File: src/pkg/cpmc_defs.vh
// Constants for the pump mode control block: register offsets, field positions,
// reset values and timing counts. Assumes a 100 MHz system clock.
`ifndef CPMC_DEFS_VH
`define CPMC_DEFS_VH

// -----------------------------------------------------------------------------
// Register map
// -----------------------------------------------------------------------------
// Register indices; each register is one aligned word, so byte address is four times index.
`define CPMC_IDX_REG_CTRL 12'h000
`define CPMC_IDX_PUMP_CTRL 12'h023
`define CPMC_OFS_REG_CTRL 12'h000
`define CPMC_OFS_PUMP_CTRL 12'h08C
`define CPMC_OFS_SRC_MODE 12'h040
`define CPMC_OFS_SRC_CUR 12'h044
`define CPMC_OFS_STATUS 12'h048
`define CPMC_BIT_MAN_EN 2
`define CPMC_BIT_AUTO_EN 6
`define CPMC_BIT_DEB_SEL 5
`define CPMC_BIT_RATIO_MAN 4
`define CPMC_BIT_RATIO 2
`define CPMC_BIT_CLK_SEL 0
`define CPMC_RST_REG_CTRL 8'h00
`define CPMC_RST_PUMP_CTRL 8'h40
`define CPMC_RST_SRC_MODE 8'h03
`define CPMC_RST_SRC_CUR 32'h00000040

// -----------------------------------------------------------------------------
// Timing
// -----------------------------------------------------------------------------
`define CPMC_CLK_MHZ 100
`define CPMC_PCLK_1M_DIV (`CPMC_CLK_MHZ / 1)
`define CPMC_PCLK_500K_DIV (`CPMC_CLK_MHZ * 2)
`define CPMC_DEB_LONG_US 32000
`define CPMC_DEB_SHORT_US 240
// Debounce counts in 1 MHz pump-clock ticks, one per microsecond.
`define CPMC_DEB_LONG_TICKS `CPMC_DEB_LONG_US
`define CPMC_DEB_SHORT_TICKS `CPMC_DEB_SHORT_US

`endif

File: src/logic/cpmc_top.v
// Pump enable and ratio control with four LED current source drivers.
// Assumes an APB master on clk and asynchronous analog dropout flags on pins.
//
// The APB slave port was chosen for this implementation.
`timescale 1ns/1ps
`include "cpmc_defs.vh"

module cpmc_top #(
   parameter DEB_LONG = `CPMC_DEB_LONG_TICKS,
   parameter DEB_SHORT = `CPMC_DEB_SHORT_TICKS
)
(
   input wire clk,
   input wire nrst,
   input wire clk_en,
   input wire psel,
   input wire penable,
   input wire pwrite,
   input wire [11:0] paddr,
   input wire [31:0] pwdata,
   output reg [31:0] prdata,
   output reg pready,
   output reg pslverr,
   input wire [3:0] src_dropout,
   input wire [3:0] src_hw_gate,
   input wire [3:0] pattern_cycle_end,
   output reg pump_on,
   output reg pump_ratio,
   output reg pump_clk_tick,
   output reg [3:0] src_on,
   output reg [7:0] led_source_1,
   output reg [7:0] led_source_2,
   output reg [7:0] led_source_3,
   output reg [7:0] led_source_4
);

   // --------------------------------------------------------------------------
   // Storage
   // --------------------------------------------------------------------------
   // Software registers, pin synchronisers and control state. Every output of this
   // module is itself a flip-flop, so the analog side never sees decode glitches.
   // All of it freezes while clk_en is low.
   reg [7:0] reg_ctrl_r;
   reg [7:0] pump_ctrl_r;
   reg [7:0] src_mode_r;
   reg [31:0] src_cur_r;
   reg [3:0] drop_s1_r;
   reg [3:0] drop_s2_r;
   reg [3:0] gate_s1_r;
   reg [3:0] gate_s2_r;
   reg [3:0] pend_s1_r;
   reg [3:0] pend_s2_r;
   reg [3:0] pend_d_r;
   reg [3:0] cut_r;
   reg [7:0] div_r;
   reg [14:0] deb_r;
   reg man_latched_r;
   reg ratio_auto_r;

   wire pump_manual_enable = reg_ctrl_r[`CPMC_BIT_MAN_EN];
   wire pump_auto_enable = pump_ctrl_r[`CPMC_BIT_AUTO_EN];
   wire pump_debounce_select = pump_ctrl_r[`CPMC_BIT_DEB_SEL];
   wire ratio_manual_select = pump_ctrl_r[`CPMC_BIT_RATIO_MAN];
   wire pump_clock_select = pump_ctrl_r[`CPMC_BIT_CLK_SEL];

   // Decodes a two-bit source mode into an enabled flag.
   function mode_enabled;
      input [1:0] m;
      begin
         mode_enabled = (m != 2'h0);
      end
   endfunction

   // Flags a source running from the pattern generator.
   function is_pattern;
      input [1:0] m;
      begin
         is_pattern = (m == 2'h3);
      end
   endfunction

   // Source enable, before and after hardware gating.
   wire [3:0] src_en;
   wire [3:0] src_live;
   wire [3:0] src_pat;
   genvar g;
   generate
      for (g = 0; g < 4; g = g + 1)
      begin : g_en
         assign src_en[g] = mode_enabled(src_mode_r[2*g+1:2*g]) & ~cut_r[g];
         // Pattern-mode sources are the only ones cut at a cycle end.
         assign src_pat[g] = is_pattern(src_mode_r[2*g+1:2*g]);
         assign src_live[g] = src_en[g] &
            ((src_mode_r[2*g+1:2*g] == 2'h1) | gate_s2_r[g]);
      end
   endgenerate

   wire any_en = |src_en;
   wire any_drop = |(drop_s2_r & src_en);
   // Ratio in use: the software bit in manual switching, the sticky automatic
   // choice otherwise. Reads of the ratio field show this, not the written bit.
   wire ratio_now = ratio_manual_select ? pump_ctrl_r[`CPMC_BIT_RATIO] : ratio_auto_r;

   // --------------------------------------------------------------------------
   // APB slave, zero wait states
   // --------------------------------------------------------------------------
   // The answer is registered: pready, pslverr and prdata are loaded at the setup
   // edge and stand through the single access cycle. A master that leaves penable
   // low for longer only stretches the setup; the slave never inserts wait states.
   // Upper data bits of the 8-bit registers read as zero.
   wire acc = psel & penable;
   wire wr = acc & pwrite;
   wire hit_reg = (paddr == `CPMC_OFS_REG_CTRL);
   wire hit_pump = (paddr == `CPMC_OFS_PUMP_CTRL);
   wire hit_mode = (paddr == `CPMC_OFS_SRC_MODE);
   wire hit_cur = (paddr == `CPMC_OFS_SRC_CUR);
   wire hit_stat = (paddr == `CPMC_OFS_STATUS);
   wire hit_any = hit_reg | hit_pump | hit_mode | hit_cur | hit_stat;
   reg [31:0] rd_nxt;

   // Selects read data; the ratio field shows the ratio in use.
   always @*
   begin
      rd_nxt = 32'h00000000;
      if (hit_reg)
         rd_nxt = {24'h000000, reg_ctrl_r};
      else if (hit_pump)
         rd_nxt = {24'h000000, pump_ctrl_r[7:3], ratio_now, pump_ctrl_r[1:0]};
      else if (hit_mode)
         rd_nxt = {24'h000000, src_mode_r};
      else if (hit_cur)
         rd_nxt = src_cur_r;
      else if (hit_stat)
         // Status shows source enables before gating, dropout, manual latch, pump state and ratio.
         rd_nxt = {24'h000000, src_en, any_drop, man_latched_r, pump_on, ratio_now};
   end

   // Register writes and bus answer.
   always @(posedge clk or negedge nrst)
   begin
      if (!nrst)
      begin
         reg_ctrl_r <= `CPMC_RST_REG_CTRL;
         pump_ctrl_r <= `CPMC_RST_PUMP_CTRL;
         src_mode_r <= `CPMC_RST_SRC_MODE;
         src_cur_r <= `CPMC_RST_SRC_CUR;
         prdata <= 32'h00000000;
         pready <= 1'b0;
         pslverr <= 1'b0;
      end
      else if (clk_en)
      begin
         pready <= psel & ~penable;
         pslverr <= psel & ~penable & ~hit_any;
         prdata <= (psel & ~penable & ~pwrite) ? rd_nxt : 32'h00000000;
         // A write lands only at the access edge, while pready already stands high.
         // Unmapped addresses match no register, so such writes are dropped.
         if (wr & pready & hit_reg)
            reg_ctrl_r <= pwdata[7:0];
         if (wr & pready & hit_pump)
            pump_ctrl_r <= pwdata[7:0];
         if (wr & pready & hit_mode)
            src_mode_r <= pwdata[7:0];
         if (wr & pready & hit_cur)
            src_cur_r <= pwdata;
      end
   end

   // --------------------------------------------------------------------------
   // Pin synchronisers and pattern-end cut-off
   // --------------------------------------------------------------------------
   // Dropout, gate and pattern-end pins come from the analog side with no relation
   // to clk. Each passes two flip-flops; only the second stage feeds logic, so a
   // metastable first stage never reaches the debounce or enable decisions.
   // The pattern-end edge detector resets to the idle low level of its pin.
   always @(posedge clk or negedge nrst)
   begin
      if (!nrst)
      begin
         drop_s1_r <= 4'h0;
         drop_s2_r <= 4'h0;
         gate_s1_r <= 4'h0;
         gate_s2_r <= 4'h0;
         pend_s1_r <= 4'h0;
         pend_s2_r <= 4'h0;
         pend_d_r <= 4'h0;
         cut_r <= 4'h0;
      end
      else if (clk_en)
      begin
         drop_s1_r <= src_dropout;
         drop_s2_r <= drop_s1_r;
         gate_s1_r <= src_hw_gate;
         gate_s2_r <= gate_s1_r;
         pend_s1_r <= pattern_cycle_end;
         pend_s2_r <= pend_s1_r;
         pend_d_r <= pend_s2_r;
         // pattern end switches off
         // Only a rising end marker cuts, so a held marker costs one cycle of light.
         cut_r <= pend_s2_r & ~pend_d_r & src_pat;
      end
   end

   // --------------------------------------------------------------------------
   // Pump clock divider
   // --------------------------------------------------------------------------
   // Divider end values, cut to the counter width on purpose.
   localparam [31:0] DIV_1M_W = `CPMC_PCLK_1M_DIV - 1;
   localparam [31:0] DIV_500K_W = `CPMC_PCLK_500K_DIV - 1;
   wire [7:0] div_max = pump_clock_select ? DIV_500K_W[7:0] : DIV_1M_W[7:0];
   wire tick = (div_r >= div_max);

   always @(posedge clk or negedge nrst)
   begin
      if (!nrst)
      begin
         div_r <= 8'h00;
         pump_clk_tick <= 1'b0;
      end
      else if (clk_en)
      begin
         div_r <= tick ? 8'h00 : div_r + 8'h01;
         pump_clk_tick <= tick;
      end
   end

   // --------------------------------------------------------------------------
   // Debounce, ratio and enable control
   // --------------------------------------------------------------------------
   // The debounce counts pump clock ticks, so at the slower pump clock the
   // debounce time doubles; the other length cannot restore the same time, as the
   // two lengths differ far more than twofold. Any gap in dropout restarts the count, so short dips under the
   // threshold never raise the ratio. The automatic ratio is sticky: only
   // switching every source off clears it.
   // debounce length
   wire [14:0] deb_lim = pump_debounce_select ? DEB_SHORT[14:0] : DEB_LONG[14:0];
   wire deb_done = (deb_r >= deb_lim - 15'h0001);
   // Manual path latches on until its bit is cleared; automatic path needs an enabled
   // source and drops out as soon as every source is off. Either path runs the
   // pump.
   wire pump_nxt = (pump_manual_enable & (man_latched_r | (any_en & any_drop))) |
      (pump_auto_enable & any_en & (pump_on | any_drop));

   always @(posedge clk or negedge nrst)
   begin
      if (!nrst)
      begin
         deb_r <= 15'h0000;
         ratio_auto_r <= 1'b0;
         man_latched_r <= 1'b0;
         pump_on <= 1'b0;
         pump_ratio <= 1'b0;
         src_on <= 4'h0;
      end
      else if (clk_en)
      begin
         if (!any_en)
         begin
            deb_r <= 15'h0000;
            ratio_auto_r <= 1'b0;
         end
         else if (!any_drop)
            deb_r <= 15'h0000;
         else if (tick & !deb_done)
            deb_r <= deb_r + 15'h0001;
         else if (tick & deb_done)
            ratio_auto_r <= 1'b1;
         if (!pump_manual_enable)
            man_latched_r <= 1'b0;
         else if (any_en & any_drop)
            man_latched_r <= 1'b1;
         pump_on <= pump_nxt;
         pump_ratio <= ratio_now;
         src_on <= src_live;
      end
   end

   // A source that is off or gated drives a zero code, so the analog current
   // source never sees a stale setting when it is next switched on.
   // Bit 7 of each code carries the largest weight.
   // per-source current codes
   always @(posedge clk or negedge nrst)
   begin
      if (!nrst)
      begin
         led_source_1 <= 8'h00;
         led_source_2 <= 8'h00;
         led_source_3 <= 8'h00;
         led_source_4 <= 8'h00;
      end
      else if (clk_en)
      begin
         led_source_1 <= src_live[0] ? src_cur_r[7:0] : 8'h00;
         led_source_2 <= src_live[1] ? src_cur_r[15:8] : 8'h00;
         led_source_3 <= src_live[2] ? src_cur_r[23:16] : 8'h00;
         led_source_4 <= src_live[3] ? src_cur_r[31:24] : 8'h00;
      end
   end

endmodule // cpmc_top

File: config.mk
export PLATFORM = sky130hd
export DESIGN_NAME = cpmc_top
export DESIGN_NICKNAME = d
export VERILOG_FILES = /design/src/logic/cpmc_top.v
export VERILOG_INCLUDE_DIRS = /design/src /design/src/pkg
export SDC_FILE = /design/constraint.sdc
export NUM_CORES = 1
export LEC_CHECK = 0
export ABC_AREA = 1
export BUFFER_PORTS_ARGS = -buffer_cell sky130_fd_sc_hd__buf_2
export CORE_MARGIN = 5
export CORE_UTILIZATION = 55
export CTS_BUF_LIST = sky130_fd_sc_hd__clkbuf_4 sky130_fd_sc_hd__clkbuf_8 sky130_fd_sc_hd__clkbuf_16
export DETAILED_ROUTE_END_ITERATION = 12
export PLACE_DENSITY = 0.85
export SLEW_MARGIN = 15
export SYNTH_ARGS = -nofsm -noshare
export SYNTH_HDL_FRONTEND = slang
export SYNTH_SLANG_ARGS = --single-unit
File: constraint.sdc
create_clock -name clk -period 2.77 [get_ports clk]
set_clock_uncertainty 0.2 [all_clocks]
set_input_delay 0.1385 -clock clk [delete_from_list [all_inputs] [get_ports clk]]
set_output_delay 0.1385 -clock clk [all_outputs]
set_load 0.005 [all_outputs]
==> results.ini <==
[sta]
drv_slew = 0
fin_crit_ns = 2.19
setup-violations-final = 0
slew_headroom = 0.348
fin_setup_tns_ns = 0
layout_setup_ws_ns = 0.577
rsz0062_at_grt = no
finalCritPeriodShare = 0.792
fmax_mhz = 456
worstMarginPinSlew_ns = 0.974
hold_viol = 0

[setup_path]
rr_worst_depth = 9
cp-end-kind = register
r2r_start = pump_ctrl_r[5]
cp_cell_sequence = ha_1, a21o_1, nor2_1, nand2_1, nor2_2, nand3_4, nand2_4, nand2_1, nand2_1
critPathKind = reg -> reg
required_ns = 2.93
path_max_fanout = 16
cp_slowest_stage_delay_ns = 0.48
critPathMostFrequentCell = nand2_1
start_kind = register
r2r_setup_slack_ns = 0.58
slowest_stage = dfrtp_1
reg2reg_to = deb_r[0]
arrival_ns = 2.35

[routing]
via_count = 7512
m1WireLength_um = 9120
drtIter0Drc = 693
top_layer = met4
first_pass_iters = 7
routed_wl_um = 22000
wl_met3_um = 1340
via_per_inst = 5.38
drc = 0
met2_length_um = 10400
ant_nets = 0
post_drt_wl_per_cell_um = 15.8

[clock_tree]
ctsHtreeMaxLevel = 4
cts_tree = yes
clk_latency_ns = 0.42
cts-root-buf = clkbuf_16
clock_path_buffers = 2
clkTransAtPathRegs_ns = 0.06
post_cts_buffers = 0
cts.sinks = 186
cts_buffers = 17

[pwr]
p_per_area_nw_per_um2 = 560
leakage_nw = 5.57
peakVddDrop_uv = 423

[place]
place_hpwl_um = 14400
io_buffers = 134
place_ws_ns = 0.596
gp_congestion = 0.945

[floorplanning]
coreArea_um2 = 15200
start_util = 0.561
rows = 45
die_w_um = 135
ios = 135
die_area_um2 = 18100
die_h_um = 135

[synthesis]
yosysWarnings = 0
syn_nets = 1095
ys_seq_area_frac = 0.547
synth.distinct_cells = 36
syn_avg_cell_area_um2 = 8.34
ys_seq_elements = 186
ys.flop_type = dfrtp_1
synth-edff-count = 0
async_flop_share = 1.00
mappedNetlistArea_um2 = 8530
synth_cells = 1022

[grt]
antenna_found_initial = 0
grt_max_degree = 71
grt_pass1_vias = 7503
grt_pass1_wl_um = 36900
grt-ovfl-total = 0
grt_usage = 0.252

[worst_hold_path]
hold_path_end = prdata[4]
hold_path_startpoint = penable
hold_depth = 5
holdCritPathClass = in -> reg

[final_layout]
final_core_util = 0.682
areaGrowthSynthToFinish_pct = 21.6
layout.nets = 1271
antennaDiodeCount = 0
drive_gt1_frac = 0.181

[run]
cap_violations = 0

[run_status]
status = complete, no violations

-- worst max-delay path by stage --
stage                   startpoint        to  slack (ns)  depth (start not counted)
floorplan           pump_ctrl_r[5]  deb_r[5]        0.84                          9
global placement    pump_ctrl_r[5]  deb_r[2]        0.65                          9
detailed placement  pump_ctrl_r[5]  deb_r[9]        0.60                          9
CTS                 pump_ctrl_r[5]  deb_r[0]        0.58                          9
global route        pump_ctrl_r[5]  deb_r[1]        0.38                          9
finish              pump_ctrl_r[5]  deb_r[0]        0.58                          9
-- metrics by stage --
stage	power (W)	hold slack (ns)	cells	cell area, um2
after floorplan	0.00321	-0.357	1022	8530
after global placement	0.00338	-0.0448	1318	9300
after detailed placement	0.00340	-0.0392	1318	9300
after CTS	0.00581	0.0285	1397	10400
after global routing	0.00602	0.0894	1397	10400
final	0.00581	0.0407	1397	10400
-- cell usage after synthesis (10+ instances only) --
cell type	count	area share
buf_2	11	0.0065
ha_1	11	0.016
o211ai_1	10	0.0088
nor2_1	78	0.034
nand2_1	359	0.16
a21oi_1	30	0.018
nand3_1	41	0.024
inv_1	98	0.043
o21ai_1	15	0.0088
dfrtp_1	182	0.53
o21ai_0	85	0.050
xor2_1	10	0.010
-- sequential cells by signal (all words and copies together), names as in the netlist, 8 cells and up --
name and count:
deb_r 15, led_source_2 8, div_r 8, pump_ctrl_r 8, led_source_1 8, src_mode_r 8, reg_ctrl_r 8, prdata 32
led_source_3 8, led_source_4 8, src_cur_r 32
-- routing by layer --
layer	GRT usage	up-vias
li1	-	3564
met1	0.330	3534
met2	0.404	326
met3	0.0522	88
met4	0.124	0
met5	0	-
-- placed cells by master, fill, tap and decap left out, types with 2 or more instances in the layout --
master           n
nand2_2          9
nand2_1        359
nor2_4           4
o32ai_1          4
inv_2            8
o211ai_1        10
inv_6            2
nand3_1         41
dlygate4sd3_1   49
clkinvlp_4       2
clkinv_2         4
nor2_2           6
ha_1            11
clkbuf_16       17
dfrtp_1        182
nor2_1          78
clkbuf_4         2
xor2_1          10
o21ai_1         15
nor3_1           6
dfstp_2          4
buf_2          133
inv_1           98
o21ai_2          8
nand4_1          5
a21oi_1         30
buf_4            5
nand2_4          3
xnor2_1          3
buf_12           2
bufinv_16        2
clkinv_4         2
o21ai_0         85
-- power by group --
| part | switching [W] | total (W) | internal (W) |
|---|---|---|---|
| registers | 0.0000787 | 0.00290 | 0.00282 |
| logic | 0.000311 | 0.000511 | 0.000199 |
| clock network | 0.00103 | 0.00240 | 0.00137 |
| total | 0.00142 | 0.00581 | 0.00439 |
-- critical path: cells and delay by family, from the launching register on --
kind | cells | cell delay, ns
AO/OA/AOI/OAI | 1 | 0.18
adder cells (fa/ha/maj) | 1 | 0.33
flip-flops | 1 | 0.48
AND/OR/NAND/NOR | 7 | 0.93
-- final cells by class --
cell class                 instances  area [um2]
fill                            1104        4830
sequential                       186        4660
multi-input combinational        695        3250
timing repair buffer             190        1240
clock buffer                      20         454
inverter                         108         408
tap                              188         235
clock inverter                    10         120
-- timing repair --
action,CTS,global route
endpoints found under the hold margin,150,0
hold buffers,49,0
resized for setup,0,0
-- kinds of logic (layout without fill, tap and decap cells) --
family / count (synthesis) / count (layout) / share of synthesized area
fa+ha+maj: 11 / 11 / 0.0161
xor+xnor: 13 / 13 / 0.0134
buf+inv: 141 / 328 / 0.0726
flops: 186 / 186 / 0.547
simple gates: 516 / 516 / 0.251
compound gates: 155 / 155 / 0.100
(Power assumes the default switching activity.)
